### src/rtsr_pkg.sv
// shared constants and types for the rotary touch status registers
package rtsr_pkg;

  localparam logic [31:0] RTSR_OFS_QUEUE = 32'h0000_0000;
  localparam logic [31:0] RTSR_OFS_FAULT = 32'h0000_0004;
  localparam logic [31:0] RTSR_OFS_LIVE  = 32'h0000_0008;
  localparam logic [31:0] RTSR_OFS_IRQST = 32'h0000_000C;
  localparam logic [31:0] RTSR_OFS_IRQMK = 32'h0000_0010;

  localparam logic [7:0] RTSR_QUEUE_EMPTY = 8'h40;
  localparam int         RTSR_BIT_MORE    = 7;
  localparam int         RTSR_BIT_OVF     = 5;
  localparam int         RTSR_BIT_TOUCH   = 4;
  localparam int         RTSR_DEPTH       = 8;
  localparam int         RTSR_AW          = 3;

  localparam logic [1:0] RTSR_FAULT_NONE = 2'h0;
  localparam logic [1:0] RTSR_FAULT_VDD  = 2'h1;
  localparam logic [1:0] RTSR_FAULT_VSS  = 2'h2;

  localparam logic [1:0] RTSR_IRQ_RESET  = 2'h0;
  localparam logic [1:0] RTSR_MASK_RESET = 2'h0;

  typedef enum logic [1:0]
  {
    RTSR_PH_IDLE = 2'b00,
    RTSR_PH_DATA = 2'b01
  } rtsr_phase_e;

  typedef struct packed
  {
    logic       valid;
    logic [4:0] code;
  } rtsr_event_s;

  typedef struct packed
  {
    logic [1:0] code;
    logic       valid;
  } rtsr_fault_s;

endpackage

### src/rtsr_mem.sv
// small queue storage with registered read data
`timescale 1ns/10ps
`default_nettype none
module rtsr_mem
  import rtsr_pkg::*;
(
  input  wire logic                clk,
  input  wire logic                ce,
  input  wire logic                we,
  input  wire logic [rtsr_pkg::RTSR_AW-1:0] waddr,
  input  wire logic [3:0]          wdata,
  input  wire logic [rtsr_pkg::RTSR_AW-1:0] raddr,
  output logic      [3:0]          rdata
);
  logic [3:0] mem_q [RTSR_DEPTH];

  always_ff @(posedge clk)
  begin
    if (ce)
    begin
      if (we)
        mem_q[waddr] <= wdata;
      // a word written to the slot being read is passed straight through
      if (we && waddr == raddr)
        rdata <= wdata;
      else
        rdata <= mem_q[raddr];
    end
  end
endmodule // rtsr_mem
`default_nettype wire

### src/rtsr_top.sv
// rotary touch status registers behind an ahb-lite slave
//
// What this block does
// queue entries carry bit 4 set and a 4-bit clockwise position index
// any host access to the device drops the host interrupt at once
// after clearing, interrupt returns only once the queue was emptied by reads
// fault register low bits: 00 none, 01 short to supply, 10 to ground
// fault register bits above the code read zero
// host writes only zero bytes to the fault register
// live position register reads zero in top three bits, code below
// writes to the live position register change nothing
// live position reads zero when released or rotary disabled
// touched live position reads bit 4 set plus the clockwise index
// entry bit 7 set while more entries follow, clear on the last
// on overflow newest events dropped, bit 5 flagged until last read
// read of an empty queue returns only bit six set
// a write to the queue register empties it, data ignored
// each queue read pops the returned entry
// fault code follows the most recent short detector result
`timescale 1ns/10ps
`default_nettype none
module rtsr_top
  import rtsr_pkg::*;
(
  input  wire logic                 clk,
  input  wire logic                 sys_rst,
  input  wire logic                 ce,
  input  wire logic                 hsel,
  input  wire logic [31:0]          haddr,
  input  wire logic [1:0]           htrans,
  input  wire logic                 hwrite,
  input  wire logic [2:0]           hsize,
  input  wire logic [31:0]          hwdata,
  input  wire logic                 hready,
  output logic      [31:0]          hrdata,
  output logic                      hreadyout,
  output logic                      hresp,
  input  wire rtsr_pkg::rtsr_event_s push,
  input  wire logic                 rotary_en,
  input  wire logic                 touched,
  input  wire logic [3:0]           position,
  input  wire rtsr_pkg::rtsr_fault_s fault_in,
  output logic                      host_irq,
  output logic                      irq
);
  import rtsr_pkg::*;

  //////////////////////////////////////////////////////////////////////////////
  // state

  typedef struct packed
  {
    rtsr_phase_e        ph;
    logic               wr;
    logic [31:0]        addr;
    logic [RTSR_AW-1:0] rp;
    logic [RTSR_AW:0]   cnt;
    logic               ovf;
    logic               irq_armed;
    logic               host_irq;
    logic [1:0]         fault;
    logic [1:0]         ist;
    logic [1:0]         imask;
    logic [31:0]        rdata;
    logic               rd_pend;
  } rtsr_state_s;

  rtsr_state_s s_q;
  rtsr_state_s s_d;

  logic               push_ok;
  logic               pop;
  logic [RTSR_AW-1:0] wp;
  logic [3:0]         mem_rd;
  logic [RTSR_AW-1:0] raddr;
  logic               access;
  logic [31:0]        wd;

  assign access = hsel && hready && htrans[1];
  assign wp     = s_q.rp + s_q.cnt[RTSR_AW-1:0];
  // dropped once full, newest lost
  assign push_ok = push.valid && (s_q.cnt != (RTSR_AW+1)'(RTSR_DEPTH));
  assign pop     = s_q.ph == RTSR_PH_DATA && !s_q.wr && s_q.addr == RTSR_OFS_QUEUE
                   && s_q.cnt != '0;
  assign raddr   = pop ? s_q.rp + RTSR_AW'(1) : s_q.rp;
  assign wd      = hwdata;

  rtsr_mem u_mem
  (
    .clk   (clk),
    .ce    (ce),
    .we    (push_ok),
    .waddr (wp),
    .wdata (push.code[3:0]),
    .raddr (raddr),
    .rdata (mem_rd)
  );

  //////////////////////////////////////////////////////////////////////////////
  // next state

  always_comb
  begin
    logic [1:0] ev;
    ev  = 2'h0;
    s_d = s_q;
    s_d.rd_pend = 1'b0;
    if (fault_in.valid)
      s_d.fault = fault_in.code;
    // bus data phase
    if (s_q.ph == RTSR_PH_DATA && s_q.wr)
    begin
      unique case (s_q.addr)
        RTSR_OFS_QUEUE:
        begin
          s_d.cnt = '0;
          s_d.ovf = 1'b0;
        end
        RTSR_OFS_IRQST: s_d.ist = s_q.ist & ~wd[1:0];
        RTSR_OFS_IRQMK: s_d.imask = wd[1:0];
        default: ;
      endcase
    end
    if (pop)
    begin
      s_d.rp  = s_q.rp + RTSR_AW'(1);
      s_d.cnt = s_q.cnt - (RTSR_AW+1)'(1);
      if (s_q.cnt == (RTSR_AW+1)'(1))
      begin
        s_d.ovf       = 1'b0;
        s_d.irq_armed = 1'b1;
      end
    end
    if (push_ok && !(s_q.ph == RTSR_PH_DATA && s_q.wr && s_q.addr == RTSR_OFS_QUEUE))
      s_d.cnt = s_d.cnt + (RTSR_AW+1)'(1);
    if (push.valid && !push_ok)
    begin
      s_d.ovf = 1'b1;
      ev[1]   = 1'b1;
    end
    if (push_ok)
      ev[0] = 1'b1;
    if (push_ok && s_q.irq_armed)
      s_d.host_irq = 1'b1;
    if (access)
    begin
      s_d.host_irq = 1'b0;
      // an empty queue stays armed, else no event could ever interrupt again
      if (s_d.cnt != '0)
        s_d.irq_armed = 1'b0;
    end
    if (pop && s_q.cnt == (RTSR_AW+1)'(1))
      s_d.irq_armed = 1'b1;
    s_d.ist = s_d.ist | ev;
    // address phase capture
    if (access)
    begin
      s_d.ph   = RTSR_PH_DATA;
      s_d.wr   = hwrite;
      s_d.addr = {haddr[31:2], 2'b00};
    end
    else if (s_q.ph == RTSR_PH_DATA)
      s_d.ph = RTSR_PH_IDLE;
    // read data, a queue read only sets rd_pend here, entry assembled later
    s_d.rdata = 32'h0000_0000;
    if (access && !hwrite)
    begin
      unique case ({haddr[31:2], 2'b00})
        RTSR_OFS_QUEUE: s_d.rd_pend = 1'b1;
        RTSR_OFS_FAULT: s_d.rdata = {30'h0, s_q.fault};
        RTSR_OFS_LIVE:
          if (rotary_en && touched)
            s_d.rdata = {24'h0, 3'h0, 1'b1, position};
          else
            s_d.rdata = 32'h0000_0000;
        RTSR_OFS_IRQST: s_d.rdata = {30'h0, s_q.ist};
        RTSR_OFS_IRQMK: s_d.rdata = {30'h0, s_q.imask};
        default: s_d.rdata = 32'h0000_0000;
      endcase
    end
  end

  //////////////////////////////////////////////////////////////////////////////
  // registers

  always_ff @(posedge clk or posedge sys_rst)
  begin
    if (sys_rst)
    begin
      s_q       <= '0;
      s_q.ph    <= RTSR_PH_IDLE;
      s_q.irq_armed <= 1'b1;
      s_q.fault <= RTSR_FAULT_NONE;
      s_q.ist   <= RTSR_IRQ_RESET;
      s_q.imask <= RTSR_MASK_RESET;
    end
    else if (ce)
      s_q <= s_d;
  end

  // queue read byte built in data phase from registered memory output
  logic [7:0] qbyte;
  always_comb
  begin
    if (s_q.cnt == '0)
      qbyte = RTSR_QUEUE_EMPTY;
    else
    begin
      qbyte = 8'h00;
      qbyte[RTSR_BIT_MORE]  = s_q.cnt > (RTSR_AW+1)'(1);
      qbyte[RTSR_BIT_OVF]   = s_q.ovf;
      qbyte[RTSR_BIT_TOUCH] = 1'b1;
      qbyte[3:0]            = mem_rd;
    end
  end

  assign hrdata    = s_q.rd_pend ? {24'h0, qbyte} : s_q.rdata;
  assign hreadyout = 1'b1;
  assign hresp     = 1'b0;
  assign host_irq  = s_q.host_irq;
  assign irq       = |(s_q.ist & s_q.imask);
endmodule // rtsr_top
`default_nettype wire

### config.mk
export PLATFORM = sky130hd
export DESIGN_NAME = rtsr_top
export DESIGN_NICKNAME = d
export VERILOG_FILES = /design/src/rtsr_pkg.sv /design/src/rtsr_mem.sv /design/src/rtsr_top.sv
export SDC_FILE = /design/constraint.sdc
export NUM_CORES = 1
export LEC_CHECK = 0
export BUFFER_PORTS_ARGS = -buffer_cell sky130_fd_sc_hd__buf_2
export CAP_MARGIN = 20
export CORE_ASPECT_RATIO = 1.2
export CORE_MARGIN = 4
export CORE_UTILIZATION = 25
export DETAILED_ROUTE_END_ITERATION = 10
export HOLD_SLACK_MARGIN = 0.12
export PLACE_DENSITY = 0.43
export SYNTH_ARGS = -nofsm -noshare
export SYNTH_HDL_FRONTEND = slang
export SYNTH_SLANG_ARGS = --single-unit
export TNS_END_PERCENT = 30
### constraint.sdc
create_clock -name clk -period 3.4 [get_ports clk]
set_clock_uncertainty 0.05 [all_clocks]
set_input_delay 0.68 -clock clk [delete_from_list [all_inputs] [get_ports clk]]
set_output_delay 0.68 -clock clk [all_outputs]
set_load 0.01 [all_outputs]
# Word-level counts from Yosys, hierarchy flattened
# Memories as Yosys holds them, arrays and structs flattened. A register that Yosys moved wholly into a read port is not among the register bits.
# Index checks and enable logic that the tools add are counted.
totals:
  ff_bits: 82
  mem_count: 1
  output_inout_bits: 36
  ram_bits: 32
  in_bits: 90
  wordCells: 90
op_classes:
  n_eq_ne: 9
  muxes: 26
  bitwise: 4
  n_reduce_logical: 32
  add_sub_neg: 4
  order_cmp: 1
mem_list:
  columns: ["memory", "words", "word_bits", "rd", "rd_clocked_by_memory_dff", "wr", "line", "text"]
  rows:
  - ["u_mem.mem_q", 8, 4, 1, 1, 1, "rtsr_mem.sv:15", "logic [3:0] mem_q [RTSR_DEPTH];"]
ops:
  columns: ["operator", "n"]
  rows:
  - ["equality test 30 x 2 -> 1 bit (second input constant)", 3]
  - ["equality test 30 x 3 -> 1 bit (second input constant)", 2]
  - ["logical NOT 32 bit", 1]
  - ["two-way mux 32 bit", 1]
  - ["equality test 30 x 1 -> 1 bit (second input constant)", 1]
  - ["logical NOT 30 bit", 1]
  - ["case mux 5 bit (4 select lines)", 1]
  - ["two-way mux 5 bit", 3]
  - ["logical AND 1 bit", 14]
  - ["two-way mux 2 bit", 6]
  - ["two-way mux 6 bit", 2]
  - ["AND reduction 2 bit", 5]
  - ["two-way mux 1 bit", 9]
  - ["two-way mux 4 bit", 2]
  - ["two-way mux 8 bit", 1]
  - ["nonzero test 4 bit", 2]
  - ["adder 4 x 1 -> 4 bit (second input constant)", 1]
  - ["bitwise AND 2 bit", 2]
  - ["equality test 4 x 1 -> 1 bit (second input constant)", 1]
  - ["> comparator 4 x 1 -> 1 bit (second input constant)", 1]
  - ["logical NOT 1 bit", 4]
  - ["logical NOT 4 bit", 1]
  - ["!= test 4 bit (second input constant)", 1]
  - ["nonzero test 2 bit", 2]
  - ["9 further kinds", 9]

# Longest topological paths before layout
logic_depth:
  ltp_word: 11
  mapped_depth: 11
  mapped_depth_nobuf: 10

# Cells and area by module
# From an unflattened synthesis, not the netlist that was laid out.
hier_totals:
  hier_cells: 446
  hier_area_um2: 4784.6
modules_own_cells:
  columns: ["module", "instances", "cells_per_inst", "area_each_um2"]
  rows:
  - ["rtsr_top", 1, 374, 3285.7]
  - ["rtsr_mem", 1, 72, 1498.9]

# Worst setup path after synthesis
# Ideal clock, no wire load.
synth_timing:
  path_kind: "reg2reg"
  from: "register s_q[42] (netlist bit)"
  to: "register u_mem.rdata[1] (read register of u_mem.mem_q) (data pin)"
  t_arrival_ps: 2523
  setup_time_ps: 260
  stages_incl_launch_ff: 12
  slack_ps: 568
  synth_period_minus_slack_ps: 2832
  t_required_ps: 3090
  cell_sequence: "dfrtp_1 -> inv_1 -> ha_1 -> nor3b_2 -> nor2_1 -> nor4b_4 -> xnor2_2 -> buf_6 -> mux2i_1 -> o22ai_1 -> o32ai_1 -> nor2_1"
synth_via:
  elab_chain_len: 3
synth_rtl:
  columns: ["item", "line", "text"]
  rows:
  - ["start, declared", "rtsr_top.sv:68", "rtsr_state_s s_q;"]
  - ["nonzero test 4 bit", "rtsr_top.sv:84", "&& s_q.cnt != '0;"]
  - ["logical AND 1 bit", "rtsr_top.sv:84", null]
  - ["two-way mux 3 bit", "rtsr_top.sv:85", "assign raddr = pop ? s_q.rp + RTSR_AW'(1) : s_q.rp;"]
  - ["end, declared", "rtsr_mem.sv:13", "output logic [3:0] rdata"]
# Every way passes these cells.
# A chain may end at the register's enable or synchronous reset.

# Final worst setup path
layout_timing:
  from: "register s_q[42] (netlist bit)"
  to: "register u_mem.rdata[2] (read register of u_mem.mem_q) (data pin)"
# The elaborated chain is that of the path after synthesis.

==> impl_metrics.py <==
metrics = {
    "die": {
        "num_io_pins": 126,
        "fp.dieH_um": 157,
        "rows": 54,
        "die_area_um2": 20800,
        "die_width_um": 132,
        "coreArea_um2": 18200,
        "start_util_pct": 25.5,
    },
    "clocking": {
        "htreeDepth": 3,
        "root_buffer": "clkbuf_16",
        "cts_setup_buffers": 0,
        "cts_buffers": 9,
        "clk_pin_slew_ns": 0.07,
        "hold_buffers": 0,
        "clk_path_buf_depth": 2,
        "tritoncts": "done",
        "clock_sinks": 90,
        "insertion_delay_ns": 0.34,
        "cts-resized-gates": 0,
    },
    "run": {
        "maxCapViolCount": 0,
    },
    "setup_path": {
        "cpPeakStageDelay_ns": 0.48,
        "path_max_fanout": 17,
        "worstPathRequired_ns": 3.44,
        "crit_family": "simple AND/OR/NAND/NOR gates",
        "cp_slowest_cell": "dfrtp_1",
        "worstPathCellList": "inv_1 -> ha_1 -> nor3b_2 -> nor2_1 -> nor4b_4 -> xnor2_2 -> buf_12 -> mux4_2 -> and2_1 -> a211oi_1 -> nor3_1",
        "critPathKind": "reg -> reg",
        "end_kind": "flip-flop",
        "start_kind": "flip-flop",
        "cp_num_buf_inv": 2,
        "crit_arrival_ns": 3.05,
    },
    "timing": {
        "period_share_pct": 88.5,
        "max-slew-margin-rel_pct": 39.3,
        "fmax_ghz": 0.332,
        "whs_ns": 0.448,
        "fin_crit_ns": 3.01,
        "setup-tns-final_ns": 0,
        "grt_setup_unrepaired": "false",
        "setup-violations-final": 0,
        "slew_viol_final": 0,
        "worst_pin_slew_ns": 0.909,
        "final-hold-violation-count": 0,
    },
    "final_layout": {
        "nNetsFinal": 558,
        "layout_common_cells": "buf_2 (62), dfrtp_1 (53), mux2_2 (37)",
        "antennaDiodeCount": 0,
        "layout_commonest_cell": "buf_2",
        "drive_above_1_share_pct": 30.6,
        "syn_to_final_growth_pct": 17.8,
        "utilization_pct": 30.1,
    },
    "logic_synthesis": {
        "syn-mean-instance-area_um2": 11.7,
        "synth_flop_cell": "dfrtp_1",
        "synth_edf_count": 36,
        "ys_seq_elements": 90,
        "synth-async-reset-ratio_pct": 60.0,
        "synthAdderAreaFrac_pct": 1.51,
        "yosys.area_share.simple_pct": 14.8,
        "synth_mux_area_share_pct": 13.9,
        "yosys_warnings": 0,
        "synth_compound_area_share_pct": 7.64,
        "synth_top_family_by_area": "simple AND/OR/NAND/NOR gates",
        "netlist_area_um2": 4640,
        "ys_seq_area_share_pct": 52.5,
        "netlist_instances": 396,
        "ys_types": 51,
        "synth-xor-area-share_pct": 2.62,
    },
    "global_routing": {
        "antenna_found_initial": 0,
        "grt.overflow.total": 0,
        "grt_max_degree": 41,
        "track_usage_pct": 11.0,
        "grt_pass1_vias": 3400,
        "grt_pass1_wl_um": 17900,
    },
    "route": {
        "via_per_inst": 4.69,
        "wirelength_um": 11200,
        "routedWlPerCell_um": 16.2,
        "postRouteAntennaNets": 0,
        "vias": 3248,
        "drc": 0,
        "first_iter_violations": 199,
        "first_pass_iters": 4,
    },
    "place": {
        "dp_hpwl_um": 8700,
        "globalplace.congestion": 0.864,
        "port_buffers": 62,
    },
    "power": {
        "ir_drop_uv": 240,
        "power.leakage_nw": 2.30,
        "power_density_nw_per_um2": 582,
    },
    "run_status": {
        "status": "finished, final reports clean",
    },
    "worst_hold_path": {
        "min_path_type": "reg -> reg",
    },
}
stage by stage:
stage / power [mW] / worst slack (ns) / instances / instance area, µm²
floorplan: 1.97 / 0.568 / 420 / 4730
global placement: 2.15 / 0.381 / 676 / 5150
detailed placement: 2.17 / 0.359 / 676 / 5150
CTS: 3.23 / 0.330 / 692 / 5460
global route: 3.37 / 0.129 / 692 / 5460
finish: 3.18 / 0.391 / 692 / 5460
cells in the mapped netlist, types with 12 or more instances:
cell / number / share of area (%)
mux2_2: 37 / 9.0
nor2_1: 25 / 2.0
clkbuf_1: 12 / 0.97
nor3_1: 14 / 1.5
dfrtp_1: 53 / 29
edfxtp_1: 36 / 23
inv_1: 17 / 1.4
nand2_1: 23 / 1.9
mux2i_1: 16 / 3.5
o22ai_1: 19 / 2.6
buf_4: 26 / 4.2
sequential cells by signal (all words and copies together), names as in the netlist:
register	cells
host_irq	1
u_mem.mem_q	32
s_q	53
u_mem.rdata	4
tightest hold or removal path, stage by stage (launching register included):
cell and delay [ns]:
dfstp_2 0.37, o211ai_1 0.07, nand2_1 0.05
cell families (layout without fill, tap and decap cells):
logic type	Yosys count	after routing
mux	56	56
xor+xnor	13	13
compound gates	55	55
flops	90	90
fa+ha+maj	5	5
simple gates	118	118
buf+inv	57	105
other cells	2	26
report_power, final:
group          internal [mW]  total (mW)  switching (mW)  leakage (nW)
registers               1.31        1.46           0.148         0.993
logic                  0.305       0.683           0.378          1.16
clock network          0.617        1.04           0.424         0.151
total                   2.23        3.18           0.950          2.30
cell type report:
type | count | area [µm²]
flip-flops and latches | 90 | 2430
fillers | 1863 | 12700
well taps | 224 | 280
clock buffers | 11 | 254
clock inverters | 5 | 60.1
repair buffers | 72 | 398
multi-input cells | 273 | 1970
inverters | 17 | 63.8
routing by layer:
metal  vias up  routed length, µm  track usage [%]  part of all wire, %
met4         0                165             3.51                  1.5
met5         -                  0                0                    0
met1      1593               4860             13.0                   43
met2        88               5600             19.2                   50
met3        12                604             3.29                  5.4
li1       1555                  -                -                    -
final timing paths:
kind | from | to | slack (ns) | cells past startpoint
worst max-delay path | s_q[42]$_DFFE_PP0P_ | u_mem.rdata[2]$_DFFE_PP_ | 0.39 | 11
worst min-delay path | s_q[40]$_DFFE_PP1P_ | s_q[40]$_DFFE_PP1P_ | 0.45 | 2
worst max register to register | s_q[42]$_DFFE_PP0P_ | u_mem.rdata[2]$_DFFE_PP_ | 0.39 | 11
worst min register to register | s_q[40]$_DFFE_PP1P_ | s_q[40]$_DFFE_PP1P_ | 0.45 | 2
max in group asynchronous | sys_rst | s_q[34]$_DFFE_PP0P_ | 2.13 | 3
min in group asynchronous | sys_rst | s_q[66]$_DFFE_PP0P_ | 0.49 | 2
(Power assumes the default switching activity.)
